File: src/iocg_pkg.sv
// shared constants, types and helpers of the io cell gearing path
package iocg_pkg;

   // ------------------------------------------------------------
   // register map
   // ------------------------------------------------------------
   localparam logic [7:0]  A_CTRL      = 8'h00;
   localparam logic [7:0]  A_CMD       = 8'h04;
   localparam logic [7:0]  A_STAT      = 8'h08;
   localparam logic [7:0]  A_EDGE      = 8'h0C;
   localparam int          CMD_SLIP    = 0;
   localparam int          CMD_ECLR    = 1;
   localparam int          STAT_OVF    = 0;
   localparam int          STAT_LVL    = 1;
   localparam int          STAT_EYE    = 7;
   localparam logic [13:0] CTRL_RST    = 14'h0008;

   // ------------------------------------------------------------
   // gearing constants
   // ------------------------------------------------------------
   localparam logic [2:0]  R2          = 3'h0;
   localparam logic [2:0]  R4          = 3'h1;
   localparam logic [2:0]  R8          = 3'h2;
   localparam logic [2:0]  R10         = 3'h3;
   localparam logic [2:0]  R7          = 3'h4;
   localparam int          WORD_W      = 10;
   localparam int          FIFO_D      = 32;
   localparam int          LVL_W       = 6;
   localparam int          BUF_W       = 16;
   localparam int          TXB_W       = 32;
   localparam int          DLY_N       = 8;
   localparam logic [4:0]  HALF_BITS   = 5'h02;
   localparam logic [4:0]  SH_CNT_MAX  = 5'h0B;
   localparam logic [5:0]  TX_FILL_MAX = 6'h16;
   localparam logic [5:0]  TX_CAP      = 6'h20;
   localparam logic [15:0] EDGE_MAX    = 16'hFFFF;

   typedef struct packed {
      logic [2:0] tx_dly;
      logic [2:0] rx_dly;
      logic       filt_byp;
      logic       tx_inv;
      logic       rx_inv;
      logic       diff_en;
      logic       bank_hp;
      logic [2:0] ratio;
   } iocg_ctrl_s;

   typedef struct packed {
      logic fall;
      logic rise;
   } iocg_pair_s;

   // bits per core word; the wide range bank gears 2:1 only
   function automatic logic [4:0] iocg_ratio_bits(logic [2:0] r, logic hp);
      logic [4:0] n;
      n = 5'h02;
      if (hp) begin
         case (r)
            R4:      n = 5'h04;
            R8:      n = 5'h08;
            R10:     n = 5'h0A;
            R7:      n = 5'h07;
            default: n = 5'h02;
         endcase
      end
      return n;
   endfunction

endpackage

File: src/iocg_gear.sv
// io cell gearing path: rx deserializer, fifo, tx serializer, regs
//
// Our own choices: the AHB-Lite interface to the registers and the register offsets.
`timescale 1ns/1ns
`default_nettype none

// ------------------------------------------------------------
// fifo with valid/ready on both sides
// ------------------------------------------------------------
module iocg_fifo #(
   parameter int W = 10,
   parameter int D = 32,
   parameter int A = $clog2(D)
) (
   input  wire logic         hclk,
   input  wire logic         hresetn,
   input  wire logic [W-1:0] in_data,
   input  wire logic         in_valid,
   output logic              in_ready,
   output logic [W-1:0]      out_data,
   output logic              out_valid,
   input  wire logic         out_ready,
   output logic [A:0]        level
);
   logic [W-1:0] mem [D];
   logic [A:0]   wp_q;
   logic [A:0]   rp_q;

   assign level     = wp_q - rp_q;
   assign in_ready  = (level != D[A:0]);
   assign out_valid = (wp_q != rp_q);
   assign out_data  = mem[rp_q[A-1:0]];

   always_ff @(posedge hclk) begin
      if (in_valid && in_ready) begin
         mem[wp_q[A-1:0]] <= in_data;
      end
   end

   always_ff @(posedge hclk or negedge hresetn) begin
      if (!hresetn) begin
         wp_q <= '0;
         rp_q <= '0;
      end else begin
         if (in_valid && in_ready) begin
            wp_q <= wp_q + 1'b1;
         end
         if (out_valid && out_ready) begin
            rp_q <= rp_q + 1'b1;
         end
      end
   end
endmodule

// How it works
// RULE_01 - rx gears 2:1, 4:1, 8:1 or 10:1 from pad pairs to core words; the code gears rx 2:1 only when bank_hp is clear
// RULE_02 - rx also offers a 7:1 mode for seven-bit video links; the code offers it only when bank_hp is set
// RULE_03 - rx uses shift, update and transfer register stages
// RULE_04 - first stage captures pad data of both edge clock phases
// RULE_05 - update stage aligns bits into words; slip command moves alignment
// RULE_06 - transfer stage registers the aligned word towards the core
// RULE_07 - high performance rx word path runs through a built-in fifo
// RULE_08 - rx has a selectable delay ahead of the capture logic
// RULE_09 - core tx data and enables are registered before the pad
// RULE_10 - tx gears 2:1, 4:1, 8:1, 10:1 or 7:1 in high performance mode
// RULE_11 - wide range bank transmits with 2:1 gearing only
// RULE_12 - tx data has a programmable delay line
// RULE_13 - tristate control is registered once and drives the pad enable
// RULE_14 - separate input, output and tristate register blocks
// RULE_15 - edge monitor counts edges per phase to find the eye centre
// RULE_16 - rx and tx polarity can each be inverted; the code inverts only when bank_hp is set
// RULE_17 - wide range inputs pass a glitch filter that can be bypassed
// RULE_18 - two slices pair as true and complement of one channel
// RULE_19 - N core bits per accepted word leave on successive half periods
module iocg_gear
   import iocg_pkg::*;
(
   input  wire logic              hclk,
   input  wire logic              hresetn,
   input  wire logic              hsel,
   input  wire logic [31:0]       haddr,
   input  wire logic [1:0]        htrans,
   input  wire logic              hwrite,
   input  wire logic [2:0]        hsize,
   input  wire logic [31:0]       hwdata,
   input  wire logic              hready,
   output logic [31:0]            hrdata_q,
   output logic                   hreadyout_q,
   output logic                   hresp_q,
   input  wire iocg_pair_s        pad_in_first,
   output iocg_pair_s             pad_out_first_q,
   output logic                   pad_oe_first_q,
   output iocg_pair_s             pad_out_second_q,
   output logic                   pad_oe_second_q,
   input  wire logic              tristate_ctrl_in,
   output logic [WORD_W-1:0]      rx_word_q,
   output logic                   rx_valid_q,
   input  wire logic              rx_ready,
   input  wire logic [WORD_W-1:0] tx_word,
   input  wire logic              tx_valid,
   output logic                   tx_ready_q
);
   iocg_ctrl_s        ctrl_q;
   logic              wr_q;
   logic [7:0]        wa_q;
   logic              rd_q;
   logic [7:0]        ra_q;
   logic              slip_q;
   logic              eclr_q;
   logic              ovf_q;
   logic [15:0]       er_q;
   logic [15:0]       ef_q;
   logic [4:0]        rx_n;
   logic [4:0]        tx_n;
   iocg_pair_s        dly_q [DLY_N];
   iocg_pair_s        tdly_q [DLY_N];
   iocg_pair_s        raw;
   iocg_pair_s        flt;
   iocg_pair_s        hist_q;
   logic [BUF_W-1:0]  sh_q;
   logic [BUF_W-1:0]  sh_d;
   logic [4:0]        shc_q;
   logic [4:0]        shc_d;
   logic              take;
   logic [WORD_W-1:0] upd_d;
   logic [WORD_W-1:0] upd_q;
   logic              upd_v_q;
   logic [WORD_W-1:0] xfr_q;
   logic              xfr_v_q;
   logic              f_in_ready;
   logic [WORD_W-1:0] f_out;
   logic              f_out_v;
   logic              pop;
   logic [LVL_W-1:0]  f_lvl;
   logic [TXB_W-1:0]  tb_q;
   logic [TXB_W-1:0]  tb_d;
   logic [5:0]        tc_q;
   logic [5:0]        tc_d;
   logic              acc;
   iocg_pair_s        tx_pair;
   logic [31:0]       rdata;

   assign rx_n = iocg_ratio_bits(ctrl_q.ratio, ctrl_q.bank_hp);      // RULE_01
   assign tx_n = iocg_ratio_bits(ctrl_q.ratio, ctrl_q.bank_hp);      // RULE_11

   // ------------------------------------------------------------
   // ahb-lite slave
   // ------------------------------------------------------------
   always_ff @(posedge hclk or negedge hresetn) begin
      if (!hresetn) begin
         wr_q        <= 1'b0;
         wa_q        <= '0;
         rd_q        <= 1'b0;
         ra_q        <= '0;
         hreadyout_q <= 1'b1;
         hresp_q     <= 1'b0;
         hrdata_q    <= '0;
      end else begin
         wr_q <= hsel && htrans[1] && hready && hwrite;
         rd_q <= hsel && htrans[1] && hready && !hwrite;
         if (hsel && htrans[1] && hready) begin
            wa_q <= haddr[7:0];
            ra_q <= haddr[7:0];
         end
         // reads take one wait state so a prior write is seen
         hreadyout_q <= !(hsel && htrans[1] && hready && !hwrite);
         hresp_q     <= 1'b0;
         if (rd_q) begin
            hrdata_q <= rdata;
         end
      end
   end

   always_comb begin
      rdata = '0;
      case (ra_q)
         A_CTRL:  rdata = {18'h00000, ctrl_q};
         A_STAT:  rdata = {24'h000000, (er_q > ef_q), f_lvl, ovf_q};
         A_EDGE:  rdata = {ef_q, er_q};
         default: rdata = '0;
      endcase
   end

   always_ff @(posedge hclk or negedge hresetn) begin
      if (!hresetn) begin
         ctrl_q <= CTRL_RST;
      end else if (wr_q && wa_q == A_CTRL) begin
         ctrl_q <= hwdata[13:0];
      end
   end

   always_ff @(posedge hclk or negedge hresetn) begin
      if (!hresetn) begin
         slip_q <= 1'b0;
         eclr_q <= 1'b0;
      end else begin
         slip_q <= wr_q && wa_q == A_CMD && hwdata[CMD_SLIP];
         eclr_q <= wr_q && wa_q == A_CMD && hwdata[CMD_ECLR];
      end
   end

   // ------------------------------------------------------------
   // input register block
   // ------------------------------------------------------------
   always_ff @(posedge hclk or negedge hresetn) begin
      if (!hresetn) begin
         for (int i = 0; i < DLY_N; i++) begin
            dly_q[i] <= '0;
         end
         hist_q <= '0;
      end else begin
         dly_q[0] <= pad_in_first;                                   // RULE_04
         for (int i = 1; i < DLY_N; i++) begin
            dly_q[i] <= dly_q[i-1];                                  // RULE_08
         end
         hist_q <= raw;
      end
   end

   always_comb begin
      raw = dly_q[ctrl_q.rx_dly];                                    // RULE_08
      flt = raw;
      if (!ctrl_q.bank_hp && !ctrl_q.filt_byp) begin                 // RULE_17
         flt.rise = (hist_q.rise & hist_q.fall) | (hist_q.rise & raw.rise)
                  | (hist_q.fall & raw.rise);
         flt.fall = (hist_q.fall & raw.rise) | (hist_q.fall & raw.fall)
                  | (raw.rise & raw.fall);
      end
      if (ctrl_q.bank_hp && ctrl_q.rx_inv) begin
         flt = ~flt;                                                 // RULE_16
      end
   end

   // shift stage: append two half-period bits, emit N when present
   always_comb begin
      take  = (shc_q >= rx_n);                                       // RULE_02
      upd_d = '0;
      sh_d  = sh_q;
      shc_d = shc_q;
      if (take) begin
         upd_d = WORD_W'(sh_q & ((BUF_W'(1) << rx_n) - BUF_W'(1)));  // RULE_05
         sh_d  = sh_q >> rx_n;
         shc_d = shc_q - rx_n;
      end
      sh_d  = sh_d | (BUF_W'({flt.fall, flt.rise}) << shc_d);        // RULE_03
      shc_d = shc_d + HALF_BITS;
      // slip drops the oldest bit after the append, so it acts every mode
      if (slip_q) begin
         sh_d  = sh_d >> 1;                                          // RULE_05
         shc_d = shc_d - 5'h01;
      end
   end

   always_ff @(posedge hclk or negedge hresetn) begin
      if (!hresetn) begin
         sh_q    <= '0;
         shc_q   <= '0;
         upd_q   <= '0;
         upd_v_q <= 1'b0;
      end else begin
         sh_q    <= sh_d;                                            // RULE_03
         shc_q   <= shc_d;
         upd_q   <= upd_d;                                           // RULE_05
         upd_v_q <= take;
      end
   end

   // transfer stage holds a valid word while the fifo is full
   always_ff @(posedge hclk or negedge hresetn) begin
      if (!hresetn) begin
         xfr_q   <= '0;
         xfr_v_q <= 1'b0;
      end else if (!xfr_v_q || f_in_ready) begin
         xfr_q   <= upd_q;                                           // RULE_06
         xfr_v_q <= upd_v_q;
      end
   end

   // lost word is flagged; a new loss wins over a clear
   always_ff @(posedge hclk or negedge hresetn) begin
      if (!hresetn) begin
         ovf_q <= 1'b0;
      end else if (upd_v_q && xfr_v_q && !f_in_ready) begin
         ovf_q <= 1'b1;                                              // RULE_07
      end else if (wr_q && wa_q == A_STAT && hwdata[STAT_OVF]) begin
         ovf_q <= 1'b0;
      end
   end

   iocg_fifo #(.W(WORD_W), .D(FIFO_D)) u_fifo (
      .hclk      (hclk),
      .hresetn   (hresetn),
      .in_data   (xfr_q),
      .in_valid  (xfr_v_q),
      .in_ready  (f_in_ready),
      .out_data  (f_out),
      .out_valid (f_out_v),
      .out_ready (pop),
      .level     (f_lvl)
   );

   assign pop = f_out_v && (!rx_valid_q || rx_ready);

   always_ff @(posedge hclk or negedge hresetn) begin
      if (!hresetn) begin
         rx_word_q  <= '0;
         rx_valid_q <= 1'b0;
      end else if (!rx_valid_q || rx_ready) begin
         rx_word_q  <= f_out;                                        // RULE_06
         rx_valid_q <= f_out_v;
      end
   end

   // edge monitor: edges at rising vs falling sample phase
   always_ff @(posedge hclk or negedge hresetn) begin
      if (!hresetn) begin
         er_q <= '0;
         ef_q <= '0;
      end else if (eclr_q) begin
         er_q <= '0;
         ef_q <= '0;
      end else begin
         if (raw.rise != hist_q.fall && er_q != EDGE_MAX) begin
            er_q <= er_q + 16'h0001;                                 // RULE_15
         end
         if (raw.fall != raw.rise && ef_q != EDGE_MAX) begin
            ef_q <= ef_q + 16'h0001;                                 // RULE_15
         end
      end
   end

   // ------------------------------------------------------------
   // output register block
   // ------------------------------------------------------------
   assign acc = tx_valid && tx_ready_q;

   always_comb begin
      tb_d    = tb_q;
      tc_d    = tc_q;
      tx_pair = '0;
      if (tc_q >= 6'(HALF_BITS)) begin
         tx_pair = {tb_q[1], tb_q[0]};                               // RULE_19
         tb_d    = tb_q >> HALF_BITS;
         tc_d    = tc_q - 6'(HALF_BITS);
      end
      if (acc) begin
         tb_d = tb_d | (TXB_W'(tx_word & WORD_W'((11'h001 << tx_n)
                - 11'h001)) << tc_d);                                // RULE_10
         tc_d = tc_d + 6'(tx_n);
      end
      if (ctrl_q.bank_hp && ctrl_q.tx_inv) begin
         tx_pair = ~tx_pair;                                         // RULE_16
      end
   end

   always_ff @(posedge hclk or negedge hresetn) begin
      if (!hresetn) begin
         tb_q       <= '0;
         tc_q       <= '0;
         tx_ready_q <= 1'b0;
      end else begin
         tb_q       <= tb_d;                                         // RULE_09
         tc_q       <= tc_d;
         tx_ready_q <= (tc_d <= TX_FILL_MAX);                        // RULE_19
      end
   end

   always_ff @(posedge hclk or negedge hresetn) begin
      if (!hresetn) begin
         for (int i = 0; i < DLY_N; i++) begin
            tdly_q[i] <= '0;
         end
         pad_out_first_q  <= '0;
         pad_out_second_q <= '1;
      end else begin
         tdly_q[0] <= tx_pair;
         for (int i = 1; i < DLY_N; i++) begin
            tdly_q[i] <= tdly_q[i-1];                                // RULE_12
         end
         pad_out_first_q  <= tdly_q[ctrl_q.tx_dly];                  // RULE_12
         pad_out_second_q <= ~tdly_q[ctrl_q.tx_dly];                 // RULE_18
      end
   end

   // ------------------------------------------------------------
   // tristate register block
   // ------------------------------------------------------------
   always_ff @(posedge hclk or negedge hresetn) begin
      if (!hresetn) begin
         pad_oe_first_q  <= 1'b0;
         pad_oe_second_q <= 1'b0;
      end else begin
         pad_oe_first_q  <= !tristate_ctrl_in;                       // RULE_13
         pad_oe_second_q <= !tristate_ctrl_in && ctrl_q.diff_en;     // RULE_18
      end
   end                                                               // RULE_14

   // ------------------------------------------------------------
   // assertions
   // ------------------------------------------------------------
   shift_bound_a: assert property (@(posedge hclk) disable iff (!hresetn) // RULE_03
      shc_q <= SH_CNT_MAX) else $error("shift count too large");
   update_cause_a: assert property (@(posedge hclk) disable iff (!hresetn) // RULE_05
      upd_v_q |-> $past(shc_q) >= $past(rx_n))
      else $error("word emitted without enough bits");
   transfer_move_a: assert property (@(posedge hclk) // RULE_06
      disable iff (!hresetn)
      upd_v_q && !xfr_v_q |=> xfr_v_q && xfr_q == $past(upd_q))
      else $error("transfer stage missed word");
   overflow_set_a: assert property (@(posedge hclk) disable iff (!hresetn) // RULE_07
      upd_v_q && xfr_v_q && !f_in_ready |=> ovf_q)
      else $error("lost word not flagged");
   tx_drain_a: assert property (@(posedge hclk) disable iff (!hresetn) // RULE_19
      tc_q >= 6'h02 && !acc |=> tc_q == $past(tc_q) - 6'h02)
      else $error("tx bits not drained two per cycle");
   tx_cap_a: assert property (@(posedge hclk) disable iff (!hresetn) // RULE_10
      tc_q <= TX_CAP) else $error("tx buffer overrun");
   oe_reg_a: assert property (@(posedge hclk) disable iff (!hresetn) // RULE_13
      ##1 pad_oe_first_q == !$past(tristate_ctrl_in))
      else $error("pad enable not registered tristate");
   wide_gear_a: assert property (@(posedge hclk) disable iff (!hresetn) // RULE_11
      !ctrl_q.bank_hp |-> tx_n == 5'h02 && rx_n == 5'h02)
      else $error("wide range bank not 2:1");
   pair_comp_a: assert property (@(posedge hclk) disable iff (!hresetn) // RULE_18
      pad_out_second_q == ~pad_out_first_q)
      else $error("complement slice mismatch");
   read_wait_a: assert property (@(posedge hclk) disable iff (!hresetn)
      !hreadyout_q |=> hreadyout_q) else $error("read wait too long");
endmodule

`default_nettype wire

File: config.mk
export PLATFORM = sky130hd
export DESIGN_NAME = iocg_gear
export DESIGN_NICKNAME = d
export VERILOG_FILES = /design/src/iocg_pkg.sv /design/src/iocg_gear.sv
export SDC_FILE = /design/constraint.sdc
export NUM_CORES = 1
export LEC_CHECK = 0
export BUFFER_PORTS_ARGS = -buffer_cell sky130_fd_sc_hd__buf_4
export CAP_MARGIN = 40
export CORE_MARGIN = 8
export CORE_UTILIZATION = 55
export CTS_CLUSTER_DIAMETER = 120
export DETAILED_ROUTE_END_ITERATION = 10
export PLACE_DENSITY = 0.76
export SYNTH_ARGS = -nofsm -noshare
export SYNTH_HDL_FRONTEND = slang
export SYNTH_SLANG_ARGS = --single-unit
export TNS_END_PERCENT = 30
File: constraint.sdc
create_clock -name hclk -period 3.8 [get_ports hclk]
set_input_delay 0.19 -clock hclk [delete_from_list [all_inputs] [get_ports hclk]]
set_output_delay 0.19 -clock hclk [all_outputs]
set_load 0.05 [all_outputs]
# After elaboration in Yosys (flattened, before gate mapping)
# Memory sizes are Yosys's and may differ from the RTL's. A register that Yosys moved wholly into a read port is not among the register bits.
# Index checks and enable logic that the tools add are counted.
[totals] ramBits=320 in_bits=89 regBits=227 elab_cells=192 memories=1 out_inout_bits=52
[mem_list] name="u_fifo.mem" words=32 width=10 rd=1 rd_ports_with_merged_regs=1 write_ports=1 line_no="iocg_gear.sv:25" source="logic [W-1:0] mem [D];"
[op_classes] bitwise_logic=18 mux=30 n_reduce_logical=37 shifts=5 n_eq_ne=13 magnitude_cmp=6 add_sub_neg=12
[ops] op="2-to-1 mux 16 bit" count=6
[ops] op="case mux 32 bit (3 select lines)" count=1
[ops] op="2-to-1 mux 32 bit" count=2
[ops] op="adder 16 x 1 -> 16 bit, second input constant" count=2
[ops] op="!= test 16 bit, second input constant" count=2
[ops] op="OR 32 bit" count=1
[ops] op="<< shifter 10 x 6 -> 32 bit" count=1
[ops] op="logical AND 1 bit" count=22
[ops] op="AND 10 bit" count=2
[ops] op="<< shifter 1 x 5 -> 10 bit, first input constant" count=2
[ops] op="subtractor 10 x 1 -> 10 bit, second input constant" count=2
[ops] op="equality test 8 x 4 -> 1 bit, second input constant" count=2
[ops] op="> comparator 16 bit" count=1
[ops] op="2-to-1 mux 2 bit" count=8
[ops] op="OR 16 bit" count=1
[ops] op="case mux 4 bit (4 select lines)" count=1
[ops] op="<< shifter 2 x 5 -> 16 bit" count=1
[ops] op=">> shifter 16 x 5 -> 16 bit" count=1
[ops] op="2-to-1 mux 5 bit" count=3
[ops] op="adder 6 x 1 -> 6 bit, second input constant" count=2
[ops] op="binary-select mux 2 bit (select 3 bit)" count=2
[ops] op="2-to-1 mux 6 bit" count=2
[ops] op="2-to-1 mux 10 bit" count=1
[ops] op="logical NOT 1 bit" count=9
[ops] op="25 further kinds" count=44

# Depth between registers and ports, before layout
[logic_depth] depth_word=13 ltp_mapped=19 mapped_depth_nobuf=15

# Modules after synthesis
# From an unflattened synthesis, not the netlist that was laid out.
[hier_totals] cells_unflattened=1781 hier_area_um2=24897.6
[by_module_without_submodules] module="iocg_fifo" instances=1 area_per_inst_um2=13163.9 cells_per_inst=611 seq_area_each_um2=9909.5
[by_module_without_submodules] module="iocg_gear" instances=1 area_per_inst_um2=11733.8 cells_per_inst=1170 seq_area_each_um2=5635.4

# Worst setup path after synthesis
# No wires, ideal clock.
[synth_timing] path_type="flip-flop to flip-flop" from="register ctrl_q[3] in the netlist's numbering" to="register shc_q[4]" stages_incl_launch_ff=18 slack_ns=-0.370 t_arrival_ns=4.091 required_ns=3.721 setup_ns=0.079 n_path_buf=5 cell_sequence="dfstp_2 buf_2 nor2b_1 and2_1 clkbuf_1 clkbuf_1 ha_1 and4_1 or3_1 buf_2 o21ai_0 and2_1 buf_2 inv_1 ha_1 or3_1 a31oi_1 xor2_1"
[synth_via] elab_chain_len=6
[synth_rtl] element="from (decl)" line_no="iocg_gear.sv:103" source="iocg_ctrl_s ctrl_q;"
[synth_rtl] element="from (signal assigned)" line_no="iocg_gear.sv:188" source="ctrl_q <= hwdata[13:0];"
[synth_rtl] element="2-to-1 mux 5 bit (*)" line_no="iocg_pkg.sv:58" source="if (hp) begin"
[synth_rtl] element="subtractor 5 bit or greater-or-equal comparator 5 bit (tied branches)" line_no="iocg_gear.sv:243, iocg_gear.sv:236"
[synth_rtl] element="2-to-1 mux 5 bit (*)" line_no="iocg_gear.sv:240" source="if (take) begin"
[synth_rtl] element="adder 5 x 2 -> 5 bit (*)" line_no="iocg_gear.sv:246" source="shc_d = shc_d + HALF_BITS;"
[synth_rtl] element="subtractor 5 x 1 -> 5 bit" line_no="iocg_gear.sv:250" source="shc_d = shc_d - 5'h01;"
[synth_rtl] element="2-to-1 mux 5 bit (*)" line_no="iocg_gear.sv:248" source="if (slip_q) begin"
[synth_rtl] element="via shc_d[4]" line_no="iocg_gear.sv:123" source="logic [4:0] shc_d;"
[synth_rtl] element="to (signal assigned)" line_no="iocg_gear.sv:257" source="shc_q <= '0;"
[synth_rtl] element="to (signal assigned)" line_no="iocg_gear.sv:262" source="shc_q <= shc_d;"
[synth_rtl] element="to (decl)" line_no="iocg_gear.sv:122" source="logic [4:0] shc_q;"
# The timed path passes the listed nets; every way through them passes the cells marked *.
# A chain may end at the register's enable or synchronous reset.

# Worst setup path in the final report
[layout_timing] from="register ctrl_q[3] in the netlist's numbering" to="register sh_q[10]"
[layout_via] elab_chain_len=8
[layout_rtl] element="branches (longest 6 deep; another with subtractor 5 bit)"
[layout_rtl] element="OR 16 bit (*)" line_no="iocg_gear.sv:245" source="sh_d = sh_d | (BUF_W'({flt.fall, flt.rise}) << shc_d);"
[layout_rtl] element="2-to-1 mux 16 bit (*)" line_no="iocg_gear.sv:248"
[layout_rtl] element="via sh_d[10]" line_no="iocg_gear.sv:121" source="logic [BUF_W-1:0] sh_d;"
[layout_rtl] element="to (signal assigned)" line_no="iocg_gear.sv:256" source="sh_q <= '0;"
[layout_rtl] element="to (signal assigned)" line_no="iocg_gear.sv:261" source="sh_q <= sh_d;"
[layout_rtl] element="to (decl)" line_no="iocg_gear.sv:120" source="logic [BUF_W-1:0] sh_q;"
# Mark *: on every way through the listed nets, which the timed path passes.

==> results_dict.tcl <==
set metrics [dict create \
    status "completed" \
    yosysUniqueCellTypes 82 \
    worstHoldStart "rx_ready" \
    initial_core_util 0.558 \
    grt_setup_unrepaired "false" \
    ios 141 \
    synth_most_common_cell "edfxtp_1" \
    post-route-period-util 0.932 \
    hpwlAfterDp_um 38800 \
    drt_wl_total_um 58500 \
    synth_top_family_by_area "multiplexers" \
    track_usage 0.221 \
    synth_seq_cells 557 \
    die_x_um 228 \
    cpMaxStageDelayCell "dfstp_2" \
    io_buffers 93 \
    tns_ns 0 \
    start_kind "register" \
    first_global_vias 16250 \
    utilization 0.648 \
    cts-htree-levels 2 \
    crit_family "simple AND/OR/NAND/NOR gates" \
    powerDensity_mw_per_mm2 749 \
    cts_buffers 55 \
    fp-row-count 77 \
    clk_pin_slew_ns 0.06 \
    worst_ep_required_time_ns 4.28 \
    synthXorXnorAreaFrac 0.0198 \
    endpoint "sh_q[10]$_DFF_PN0_" \
    intPower_mw 13.7 \
    cap_violations 0 \
    p_switching_mw 7.86 \
    yosysTopAreaCell "edfxtp_1" \
    maxSlewHeadroom 0.398 \
    p_leak_nw 11.2 \
    vias_per_cell 6.16 \
    ys_top_cells_by_count "320 x edfxtp_1, 233 x dfrtp_1, 140 x nor2_1" \
    die_area_sq_mm 0.0520 \
    synth.top_cell.area_share 0.389 \
    ys.warnings.count 0 \
    finalHoldViolCount 0 \
    cp.arrival_ns 4.02 \
    finClkSkew_ns 0.0128 \
    routed-wl-met3_um 3870 \
    synth_compound_area_frac 0.0944 \
    gp_congestion 0.899 \
    clock_power_share 0.241 \
    wl_met2_um 28700 \
    cts_buffer_depth 3 \
    endpoint_kind "register" \
    synth-adder-area-share 0.0237 \
    wl_met1_um 24100 \
    ff2ff_path_depth 9 \
    firstDrtPassIters 6 \
    crit_fanout 10 \
    grt_pass1_wl_um 92000 \
    syn_inst 1843 \
    antenna_cells 0 \
    grt.overflow.total 0 \
    async_flop_share 0.425 \
    grt_max_degree 112 \
    nFillCells 3178 \
    netlist_top_cells_area "edfxtp_1 39%, dfrtp_1 24%, mux2i_1 4.9%" \
    highest_layer "met4" \
    core_area_sq_mm 0.0443 \
    worst_hold_slack_ns 0.0683 \
    cp_num_buf_inv 0 \
    slowest_delay_ns 0.62 \
    clock_latency_ns 0.61 \
    drc 0 \
    reg2reg_slack_ns 0.26 \
    vias 16288 \
    peakVddDrop_uv 505 \
    r2r_end "sh_q[10]$_DFF_PN0_" \
    dieHeight_um 228 \
    cts_tree "done" \
    synth-simple-area-share 0.0899 \
    grt_antenna_before_repair 0 \
    area_growth_syn_to_layout_pct 16.2 \
    max_freq_mhz 282 \
    power.total_mw 21.5 \
    path_depth 9 \
    p_comb_frac 0.371 \
    synth_edf_count 320 \
    slew_viol_final 0 \
    cts_sinks 557 \
    seqPwrFrac 0.387 \
    r2r_start "ctrl_q[3]$_DFFE_PN1P_" \
    setup_violations 0 \
    antenna_left 0 \
    cts-root-buf "clkbuf_16" \
    worst_pin_slew_ns 0.894 \
    avgSynthCellArea_sq_um 13.4 \
    crit_chain "nor4bb_4 -> ha_1 -> and4_1 -> or3_1 -> nor3_1 -> and4b_4 -> or4_1 -> a41oi_1 -> mux2i_1" \
    nNetsFinal 2144 \
    drt-initial-drc-count 1542 \
    ys_seq_area_frac 0.629 \
    netlist_area_sq_mm 0.0247 \
    startpoint "ctrl_q[3]$_DFFE_PN1P_" \
    synth.area.mux_share 0.114 \
    wl_per_cell_um 22.1 \
    swShare 0.365 \
    period_minus_slack_ns 3.54 \
    synth_ff_type "edfxtp_1" \
    drive_gt1_frac 0.187 \
    crit_type "register to register" \
    hold_class "input pin to register" \
]
[power by group through the flow]
stage          Sequential, mW  Combinational, mW  Clock (mW)
2_1_floorplan            8.47               5.22           0
3_3_place_gp             8.47               7.45           0
3_5_place_dp             8.41               7.85           0
4_1_cts                  8.31               7.92        5.28
5_1_grt                  8.44               8.65        5.50
6_report                 8.34               7.99        5.20
[sequential cells by signal (all words and copies together) (netlist names), 2 cells and up]
name and flops:
upd_q 10, ra_q 8, xfr_q 10, sh_q 16
dly_q 16, shc_q 5, ef_q 16, u_fifo.wp_q 6
hrdata_q 32, u_fifo.mem 320, tc_q 6, hist_q 2
u_fifo.rp_q 6, ctrl_q 14, tdly_q 16, rx_word_q 10
pad_out_first_q 2, tb_q 32, pad_out_second_q 2, er_q 16
[routing by layer]
layer,vias up,GRT usage
li1,7356,-
met1,8172,0.294
met2,649,0.370
met3,111,0.0367
met4,0,0.0720
met5,-,0
[cells by family (layout without fill, tap and decap cells)]
group	Yosys count	count (layout)
XOR/XNOR	56	56
buffers and inverters	184	394
flip-flops	557	557
AO/OA/AOI/OAI	334	334
adder cells (fa/ha/maj)	45	45
multiplexers	216	216
AND/OR/NAND/NOR	449	449
other	2	3
[worst reg2reg max path, delay by kind of cell, from the launching register on]
| kind | cells | cell delay, ns |
|---|---|---|
| AOI/OAI and AO/OA | 1 | 0.33 |
| adders and majority gates | 1 | 0.31 |
| and+or+nand+nor | 6 | 2.04 |
| DFF | 1 | 0.62 |
| muxes | 1 | 0.12 |
[what timing repair did]
action / CTS / global route
buffers inserted: 0 / 0
hold buffers: 27 / 0
hold endpoints to repair: 138 / 0
endpoints found under the setup margin: 0 / 13
gates resized for setup: 0 / 6
[worst min path at each step]
stage / slack [ns] / to / depth (start not counted)
detailed placement: 0.29 / tb_q[14]$_DFF_PN0_ / 1
global placement: 0.28 / tb_q[14]$_DFF_PN0_ / 1
finish: 0.07 / rx_word_q[9]$_DFFE_PN0N_ / 5
CTS: 0.04 / tb_q[13]$_DFF_PN0_ / 3
global route: 0.08 / rx_word_q[3]$_DFFE_PN0N_ / 5
floorplan: -0.11 / ctrl_q[0]$_DFFE_PN0P_ / 0
[area by class of cell]
cell class | count | area, sq um | area share
inverters | 86 | 323 | 0.0112
flip-flops and latches | 557 | 15600 | 0.542
repair buffers | 207 | 1870 | 0.0652
clock inverters | 22 | 196 | 0.00684
well taps | 592 | 741 | 0.0258
clock buffers | 79 | 1530 | 0.0532
multi-input cells | 1103 | 8510 | 0.296
[placed cells by master (no fill, tap or decap), drive strengths merged, types with 55 or more instances in the layout]
cell type / netlist / final
a21oi: 55 / 55
clkbuf: 76 / 80
edfxtp: 320 / 320
nor2: 141 / 141
buf: 22 / 179
mux2i: 122 / 122
o221ai: 59 / 59
dfrtp: 233 / 233
inv: 84 / 85
o21ai: 57 / 57
nand2: 74 / 74
nor3: 57 / 57
[metrics by stage]
| step | area [sq um] | cells | setup WS (ns) |
|---|---|---|---|
| 2_1_floorplan | 24700 | 1844 | 0.0129 |
| 3_3_place_gp | 26400 | 2504 | 0.207 |
| 3_5_place_dp | 26700 | 2517 | 0.135 |
| 4_1_cts | 28700 | 2645 | 0.125 |
| 5_1_grt | 28700 | 2646 | 0.0123 |
| 6_report | 28700 | 2646 | 0.257 |
No activity file was read; power rests on OpenSTA's default activity.
